File: config.mk
export PLATFORM = sky130hd
export DESIGN_NAME = mssc_ctrl
export DESIGN_NICKNAME = d
export VERILOG_FILES = /design/src/common/mssc_pkg.sv /design/src/logic/mssc_ctrl.sv
export VERILOG_INCLUDE_DIRS = /design/src /design/src/common
export SDC_FILE = /design/constraint.sdc
export NUM_CORES = 1
export LEC_CHECK = 0
export ABC_CLOCK_PERIOD_IN_PS = 2600
export BUFFER_PORTS_ARGS = -buffer_cell sky130_fd_sc_hd__buf_2
export CAP_MARGIN = 0
export CORE_MARGIN = 2
export CORE_UTILIZATION = 48
export CTS_CLUSTER_SIZE = 30
export DETAILED_ROUTE_END_ITERATION = 10
export PLACE_DENSITY_LB_ADDON = 0.2
export SKIP_LAST_GASP = 1
export SLEW_MARGIN = 20
export SYNTH_ARGS = -nofsm -noshare
export SYNTH_HDL_FRONTEND = slang
export SYNTH_SLANG_ARGS = --single-unit
File: constraint.sdc
create_clock -name aclk -period 2.6 [get_ports aclk]
set_clock_uncertainty 0.15 [all_clocks]
set_input_delay 0.13 -clock aclk [delete_from_list [all_inputs] [get_ports aclk]]
set_output_delay 0.13 -clock aclk [all_outputs]
set_load 0.05 [all_outputs]
File: src/common/mssc_defs.svh
// Offsets, field positions, reset values and timing counts of the stop/standby control
`ifndef MSSC_DEFS_SVH
`define MSSC_DEFS_SVH

`define MSSC_OFF_STBY 4'h0
`define MSSC_OFF_STOP_A 4'h4
`define MSSC_OFF_STOP_B 4'h8
`define MSSC_OFF_STATUS 4'hc

`define MSSC_SEL_LSB 8
`define MSSC_SEL_MSB 12
`define MSSC_STBY_ONE_BIT 14
`define MSSC_SEL_RESET 5'h0f

`define MSSC_HALT_EN_BIT 15
`define MSSC_RSVD14_BIT 14
`define MSSC_DMA_STOP_BIT 13
`define MSSC_RSVD12_BIT 12
`define MSSC_STOP_A_RESET 16'h0fff
`define MSSC_STOP_B_RESET 16'hffff
`define MSSC_STOP_A_ZERO_MASK 16'h5000
`define MSSC_STOP_A_CTRL_MASK 16'h2fff
`define MSSC_STOP_B_CTRL_MASK 16'hffff

`define MSSC_WAIT_64 20'h00040
`define MSSC_WAIT_512 20'h00200
`define MSSC_WAIT_1024 20'h00400
`define MSSC_WAIT_2048 20'h00800
`define MSSC_WAIT_4096 20'h01000
`define MSSC_WAIT_16384 16384
`define MSSC_WAIT_32768 32768
`define MSSC_WAIT_65536 65536
`define MSSC_WAIT_131072 131072
`define MSSC_WAIT_262144 262144
`define MSSC_WAIT_524288 524288

`define MSSC_RESP_OKAY 2'h0
`define MSSC_RESP_SLVERR 2'h2

`endif

File: src/common/mssc_pkg.sv
// Types of the module stop and standby wait control block
package mssc_pkg;

  typedef enum logic [2:0] {
    MSSC_ST_RUN = 3'h1,
    MSSC_ST_HALT = 3'h2,
    MSSC_ST_SETTLE = 3'h4
  } mssc_state_t;

  typedef struct packed {
    logic [15:0] stop_a;
    logic [15:0] stop_b;
    logic bus_io_halt;
  } mssc_gate_t;

  typedef struct packed {
    logic busy;
    logic done;
  } mssc_settle_t;

endpackage : mssc_pkg

File: src/logic/mssc_ctrl.sv
// Module stop registers, all-clock-halt mode and standby settling timer
`timescale 1ns/10ps
`include "mssc_defs.svh"

module mssc_ctrl
  import mssc_pkg::*;
#(
  parameter int ADDR_W = 4,
  parameter int unsigned WAIT_16384 = `MSSC_WAIT_16384,
  parameter int unsigned WAIT_32768 = `MSSC_WAIT_32768,
  parameter int unsigned WAIT_65536 = `MSSC_WAIT_65536,
  parameter int unsigned WAIT_131072 = `MSSC_WAIT_131072,
  parameter int unsigned WAIT_262144 = `MSSC_WAIT_262144,
  parameter int unsigned WAIT_524288 = `MSSC_WAIT_524288
) (
  input wire logic aclk,
  input wire logic aresetn,
  input wire logic [ADDR_W-1:0] s_axi_awaddr,
  input wire logic s_axi_awvalid,
  output logic s_axi_awready,
  input wire logic [31:0] s_axi_wdata,
  input wire logic [3:0] s_axi_wstrb,
  input wire logic s_axi_wvalid,
  output logic s_axi_wready,
  output logic [1:0] s_axi_bresp,
  output logic s_axi_bvalid,
  input wire logic s_axi_bready,
  input wire logic [ADDR_W-1:0] s_axi_araddr,
  input wire logic s_axi_arvalid,
  output logic s_axi_arready,
  output logic [31:0] s_axi_rdata,
  output logic [1:0] s_axi_rresp,
  output logic s_axi_rvalid,
  input wire logic s_axi_rready,
  input wire logic sleep_req,
  input wire logic wake_req,
  input wire logic standby_release,
  output mssc_gate_t gate,
  output mssc_settle_t settle
);

  logic [ADDR_W-1:0] aw_addr_q;
  logic aw_have_q;
  logic [31:0] w_data_q;
  logic [3:0] w_strb_q;
  logic w_have_q;
  logic wr_en;
  logic [4:0] sel_q;
  logic [15:0] stop_a_q;
  logic [15:0] stop_b_q;
  mssc_state_t state_q;
  logic [19:0] cnt_q;
  logic done_q;
  logic all_ok;
  logic [31:0] rd_mux;
  logic rd_hit;
  logic [15:0] stop_a_wr;

  function automatic logic [19:0] wait_len(input logic [4:0] code);
    case (code)
      5'h05: wait_len = `MSSC_WAIT_64;
      5'h06: wait_len = `MSSC_WAIT_512;
      5'h07: wait_len = `MSSC_WAIT_1024;
      5'h08: wait_len = `MSSC_WAIT_2048;
      5'h09: wait_len = `MSSC_WAIT_4096;
      5'h0a: wait_len = 20'(WAIT_16384);
      5'h0b: wait_len = 20'(WAIT_32768);
      5'h0c: wait_len = 20'(WAIT_65536);
      5'h0d: wait_len = 20'(WAIT_131072);
      5'h0e: wait_len = 20'(WAIT_262144);
      5'h0f: wait_len = 20'(WAIT_524288);
      // Reserved codes fall back to the longest wait, the safe side for settling
      default: wait_len = 20'(WAIT_524288);
    endcase
  endfunction : wait_len

  function automatic logic [15:0] merge16(input logic [15:0] old, input logic [31:0] data,
                                          input logic [3:0] strb);
    merge16 = old;
    if (strb[0]) begin
      merge16[7:0] = data[7:0];
    end
    if (strb[1]) begin
      merge16[15:8] = data[15:8];
    end
  endfunction : merge16

  // Write address and data are taken independently, response after both
  assign s_axi_awready = !aw_have_q && !s_axi_bvalid;
  assign s_axi_wready = !w_have_q && !s_axi_bvalid;
  assign wr_en = aw_have_q && w_have_q && !s_axi_bvalid;

  always_ff @(posedge aclk) begin
    if (!aresetn) begin
      aw_have_q <= 1'b0;
      aw_addr_q <= '0;
    end else if (s_axi_awvalid && s_axi_awready) begin
      aw_have_q <= 1'b1;
      aw_addr_q <= s_axi_awaddr;
    end else if (wr_en) begin
      aw_have_q <= 1'b0;
    end
  end

  always_ff @(posedge aclk) begin
    if (!aresetn) begin
      w_have_q <= 1'b0;
      w_data_q <= 32'h00000000;
      w_strb_q <= 4'h0;
    end else if (s_axi_wvalid && s_axi_wready) begin
      w_have_q <= 1'b1;
      w_data_q <= s_axi_wdata;
      w_strb_q <= s_axi_wstrb;
    end else if (wr_en) begin
      w_have_q <= 1'b0;
    end
  end

  always_ff @(posedge aclk) begin
    if (!aresetn) begin
      s_axi_bvalid <= 1'b0;
      s_axi_bresp <= `MSSC_RESP_OKAY;
    end else if (wr_en) begin
      s_axi_bvalid <= 1'b1;
      s_axi_bresp <= (aw_addr_q == `MSSC_OFF_STBY || aw_addr_q == `MSSC_OFF_STOP_A ||
                      aw_addr_q == `MSSC_OFF_STOP_B || aw_addr_q == `MSSC_OFF_STATUS) ?
                     `MSSC_RESP_OKAY : `MSSC_RESP_SLVERR;
    end else if (s_axi_bready) begin
      s_axi_bvalid <= 1'b0;
    end
  end

  // Only the select field is stored; the low byte never holds a value
  always_ff @(posedge aclk) begin
    if (!aresetn) begin
      sel_q <= `MSSC_SEL_RESET;
    end else if (wr_en && aw_addr_q == `MSSC_OFF_STBY && w_strb_q[1]) begin
      sel_q <= w_data_q[`MSSC_SEL_MSB:`MSSC_SEL_LSB];
    end
  end

  assign stop_a_wr = merge16(stop_a_q, w_data_q, w_strb_q) & ~`MSSC_STOP_A_ZERO_MASK;

  always_ff @(posedge aclk) begin
    if (!aresetn) begin
      stop_a_q <= `MSSC_STOP_A_RESET;
    end else if (wr_en && aw_addr_q == `MSSC_OFF_STOP_A) begin
      stop_a_q <= stop_a_wr;
    end
  end

  always_ff @(posedge aclk) begin
    if (!aresetn) begin
      stop_b_q <= `MSSC_STOP_B_RESET;
    end else if (wr_en && aw_addr_q == `MSSC_OFF_STOP_B) begin
      stop_b_q <= merge16(stop_b_q, w_data_q, w_strb_q);
    end
  end

  always_comb begin
    rd_hit = 1'b1;
    rd_mux = 32'h00000000;
    case (s_axi_araddr)
      `MSSC_OFF_STBY: begin
        rd_mux[`MSSC_SEL_MSB:`MSSC_SEL_LSB] = sel_q;
        rd_mux[`MSSC_STBY_ONE_BIT] = 1'b1;
      end
      `MSSC_OFF_STOP_A: rd_mux[15:0] = stop_a_q;
      `MSSC_OFF_STOP_B: rd_mux[15:0] = stop_b_q;
      `MSSC_OFF_STATUS: rd_mux[3:0] = {all_ok, state_q};
      default: rd_hit = 1'b0;
    endcase
  end

  assign s_axi_arready = !s_axi_rvalid;

  always_ff @(posedge aclk) begin
    if (!aresetn) begin
      s_axi_rvalid <= 1'b0;
      s_axi_rdata <= 32'h00000000;
      s_axi_rresp <= `MSSC_RESP_OKAY;
    end else if (s_axi_arvalid && s_axi_arready) begin
      s_axi_rvalid <= 1'b1;
      s_axi_rdata <= rd_mux;
      s_axi_rresp <= rd_hit ? `MSSC_RESP_OKAY : `MSSC_RESP_SLVERR;
    end else if (s_axi_rready) begin
      s_axi_rvalid <= 1'b0;
    end
  end

  // Halt is allowed only once every controlled module is already stopped
  assign all_ok = stop_a_q[`MSSC_HALT_EN_BIT] &&
                  ((stop_a_q & `MSSC_STOP_A_CTRL_MASK) == `MSSC_STOP_A_CTRL_MASK) &&
                  ((stop_b_q & `MSSC_STOP_B_CTRL_MASK) == `MSSC_STOP_B_CTRL_MASK);

  // A release from standby overrides any other request
  always_ff @(posedge aclk) begin
    if (!aresetn) begin
      state_q <= MSSC_ST_RUN;
    end else begin
      case (state_q)
        MSSC_ST_RUN: begin
          if (standby_release) begin
            state_q <= MSSC_ST_SETTLE;
          end else if (sleep_req && all_ok) begin
            state_q <= MSSC_ST_HALT;
          end
        end
        MSSC_ST_HALT: begin
          if (standby_release) begin
            state_q <= MSSC_ST_SETTLE;
          end else if (wake_req) begin
            state_q <= MSSC_ST_RUN;
          end
        end
        MSSC_ST_SETTLE: begin
          if (cnt_q == 20'h00000) begin
            state_q <= MSSC_ST_RUN;
          end
        end
        default: state_q <= MSSC_ST_RUN;
      endcase
    end
  end

  always_ff @(posedge aclk) begin
    if (!aresetn) begin
      cnt_q <= 20'h00000;
    end else if (standby_release && state_q != MSSC_ST_SETTLE) begin
      cnt_q <= wait_len(sel_q) - 20'h00001;
    end else if (state_q == MSSC_ST_SETTLE && cnt_q != 20'h00000) begin
      cnt_q <= cnt_q - 20'h00001;
    end
  end

  always_ff @(posedge aclk) begin
    if (!aresetn) begin
      done_q <= 1'b0;
    end else begin
      done_q <= state_q == MSSC_ST_SETTLE && cnt_q == 20'h00000;
    end
  end

  assign gate = '{stop_a: stop_a_q,
                  stop_b: stop_b_q,
                  bus_io_halt: state_q == MSSC_ST_HALT};
  assign settle = '{busy: state_q == MSSC_ST_SETTLE, done: done_q};
endmodule : mssc_ctrl

==> reports/metrics.cfg <==
[status]
outcome=complete, no violations

[clock_tree]
cts_root_buf=clkbuf_8
cts_made_buffers=17
clk_path_buf_depth=2
post_cts_buffers=0
cts_num_sinks=114
cts_tree=built
clk-insertion-delay-late_ns=0.52
clk_pin_slew_ns=0.06
htree_num_levels=4

[die]
fp.dieArea_sq_um=11810
die_h_microns=108.7
initial_core_util_pct=48.96
core-area_sq_um=10750
die_w_microns=108.7
io_pins=130
rows=38

[place]
dp_cells=840
portBuffers=91
placedInstanceArea_sq_um=5784
dpl.hpwl_microns=9819
post-place-ws_ns=0.2438
gp_congestion=0.8699

[finish]
finalNonFillerCells=911
layout.nets=813
syn_to_final_growth_pct=29.20
drive_above_1_share_pct=19.84
final_area_sq_um=6798
num_antenna_cells=0

[setup_path]
cp-start-kind=flop
crit_arrival_ns=2.83
crit_path_end_kind=flop
crit_family=buffers and inverters
r2r_cells=5
worstPathRequired_ns=2.90
r2r-start=sel_q[4]
reg2reg_slack_ns=0.08
max_stage_delay_ns=0.65
path_buf_inv=2
crit_cells=5
crit_chain=mux2_2 -> nand3_1 -> dlygate4sd3_1 -> a21oi_1 -> dlygate4sd3_1
crit_slowest_cell=dfxtp_1
timing_worst_setup_path_type=reg2reg
cp_max_fo=15
rr_endpoint=s_axi_rdata[12]
crit_top_cell=dlygate4sd3_1

[timing]
setup_viol=0
slew_headroom_pct=52.49
post-route-period-util_pct=96.98
fin_ws_ns=0.07843
fin_hold_ws_ns=0.05000
worst_slew_pin_slew_ns=0.7100
final_max_slew_viol_count=0
finalHoldViolations=0
rsz0062_at_grt=true
fin_crit_ns=2.522
max_freq_ghz=0.3966

[power_and_ir_drop]
switching_share_pct=27.67
internal_power_w=0.003514
switching_power_w=0.001344
power_per_cell_area_nw_per_um2=714.6
ir_worst_vdd_mv=0.4952
combPwrFrac_pct=12.0
seqPwrFrac_pct=38.9
p_leak_nw=3.047
pwr-share-clk_pct=49.2

[synth]
netlist_instances=630
ys_seq_elements=114
synth_top_flop_cell=dfxtp_1
yosysUniqueCellTypes=59
yosys_warnings=0
synth_area_leaders=dfxtp_1 (43%), mux2i_1 (8.9%), nand2_1 (7.2%)
postSynth.asyncResetShare_pct=0
ys_seq_area_share_pct=43.38
postSynthAreaPerCell_sq_um=8.351
synth_top_area_share_pct=43.38
netlist_area_sq_um=5261
yosysMostFrequentCell=dfxtp_1
synth_edf_count=0
synth_common_cells=dfxtp_1 (114), nand2_1 (101), nor2_1 (64), mux2i_1 (47)
synth_top_cell_by_area=dfxtp_1

[job]
drv_cap=0

[worst_hold_path]
hold_end=s_axi_rdata[14]
worst_hold_startpoint=s_axi_araddr[2]
hold_depth=4
hold_class=in2reg

[drt]
drc=0
dr.pass1.iters=6
vias_per_cell=5.468
vias=4981
routed_wl_microns=14570
wl_per_cell_microns=16.00
antenna_left=0
drtIter0Drc=503

[global_route]
grt_max_degree=48
antenna_found_initial=0
grtUsageTotal_pct=25.46
grt_pass1_vias=4698
overflow=0
grt_pass1_wl_microns=23550

==> layout by cell type, fill, tap and decap left out, types with 5 or more instances in the layout <==
cell and count:
dfxtp_1 113, nand2_1 100, buf_2 91, nor2_1 64, mux2i_1 47, dlygate4sd3_1 39
a21oi_1 36, o21ai_0 35, conb_1 20, a22oi_1 17, clkbuf_16 16, nor3_1 15
buf_4 15, nand4_1 12, nand3_1 11, inv_1 7, nor2b_1 7, nor4_1 7
or3_1 7, nor3b_1 6, a211oi_1 6, a31oi_1 6, a22o_1 6, inv_6 6
clkinv_4 5, and3b_1 5, o211ai_1 5
==> worst max-delay path by stage <==
| stage | start | end | slack, ns |
|---|---|---|---|
| after floorplan | state_q[2] | cnt_q[16] | 0.03 |
| after global placement | state_q[2] | cnt_q[16] | 0.27 |
| after detailed placement | state_q[2] | cnt_q[16] | 0.24 |
| after CTS | state_q[2] | state_q[0] | 0.03 |
| after global routing | sel_q[4] | s_axi_rdata[12] | -0.01 |
| final | sel_q[4] | s_axi_rdata[12] | 0.08 |
==> cell type report <==
cell class	instances	area [sq um]
tap	140	175.2
clock buffer	17	414.1
multi-input combinational	471	2731
inverter	9	38.79
clock inverter	15	196.4
fill	930	3948
sequential	114	2283
timing repair buffer	145	958.4
==> registers in the layout, indices dropped and copies added (netlist names), named ones only <==
| register | flops |
|---|---|
| aw_addr_q | 4 |
| done_q | 1 |
| stop_a_q | 14 |
| w_have_q | 1 |
| cnt_q | 20 |
| s_axi_rdata | 16 |
| s_axi_bresp | 1 |
| s_axi_rvalid | 1 |
| sel_q | 5 |
| s_axi_rresp | 1 |
| w_data_q | 16 |
| s_axi_bvalid | 1 |
| aw_have_q | 1 |
| stop_b_q | 16 |
| w_strb_q | 2 |
| state_q | 3 |
==> power by group through the flow <==
stage	Clock (W)	Sequential, W	Combinational [W]
finish	0.00239	0.00189	0.000581
global route	0.00251	0.00190	0.000634
CTS	0.00241	0.00188	0.000570
detailed placement	0	0.00192	0.000522
global placement	0	0.00192	0.000511
floorplan	0	0.00194	0.000397
==> logic make-up after synthesis <==
family / Yosys count / share of synthesized area, %
other cells: 1 / 0.07128
compound gates: 139 / 16.89
flops: 114 / 43.38
buf+inv: 64 / 6.421
fa+ha+maj: 1 / 0.2378
simple gates: 259 / 23.19
mux: 48 / 9.156
xor+xnor: 4 / 0.6658
==> tightest hold or removal path, stage by stage <==
cell,delay [ns]
buf_2,0.27
nor3_1,0.11
o211ai_1,0.08
a21oi_1,0.07
==> layer usage <==
metal | global-route usage [%] | up-vias | share of wire, %
li1 | - | 2468 | -
met1 | 32.24 | 2357 | 44
met2 | 43.53 | 142 | 50
met3 | 5.559 | 14 | 5.0
met4 | 7.509 | 0 | 1.1
met5 | 0 | - | 0
==> metrics by stage <==
step | setup TNS [ns] | utilization, % | power, W
after CTS | 0 | 63.24 | 0.004865
after detailed placement | 0 | 53.83 | 0.002443
after global placement | 0 | 53.83 | 0.002428
final | 0 | 63.26 | 0.004858
after global routing | -0.01014 | 63.26 | 0.005040
after floorplan | 0 | - | 0.002333
==> what timing repair did <==
| item | 4_1_cts | 5_1_grt |
|---|---|---|
| hold buffers | 40 | 0 |
| resized for setup | 0 | 2 |
| setup endpoints to repair | 0 | 2 |
| hold endpoints to repair | 62 | 0 |
(Power assumes the default switching activity.)
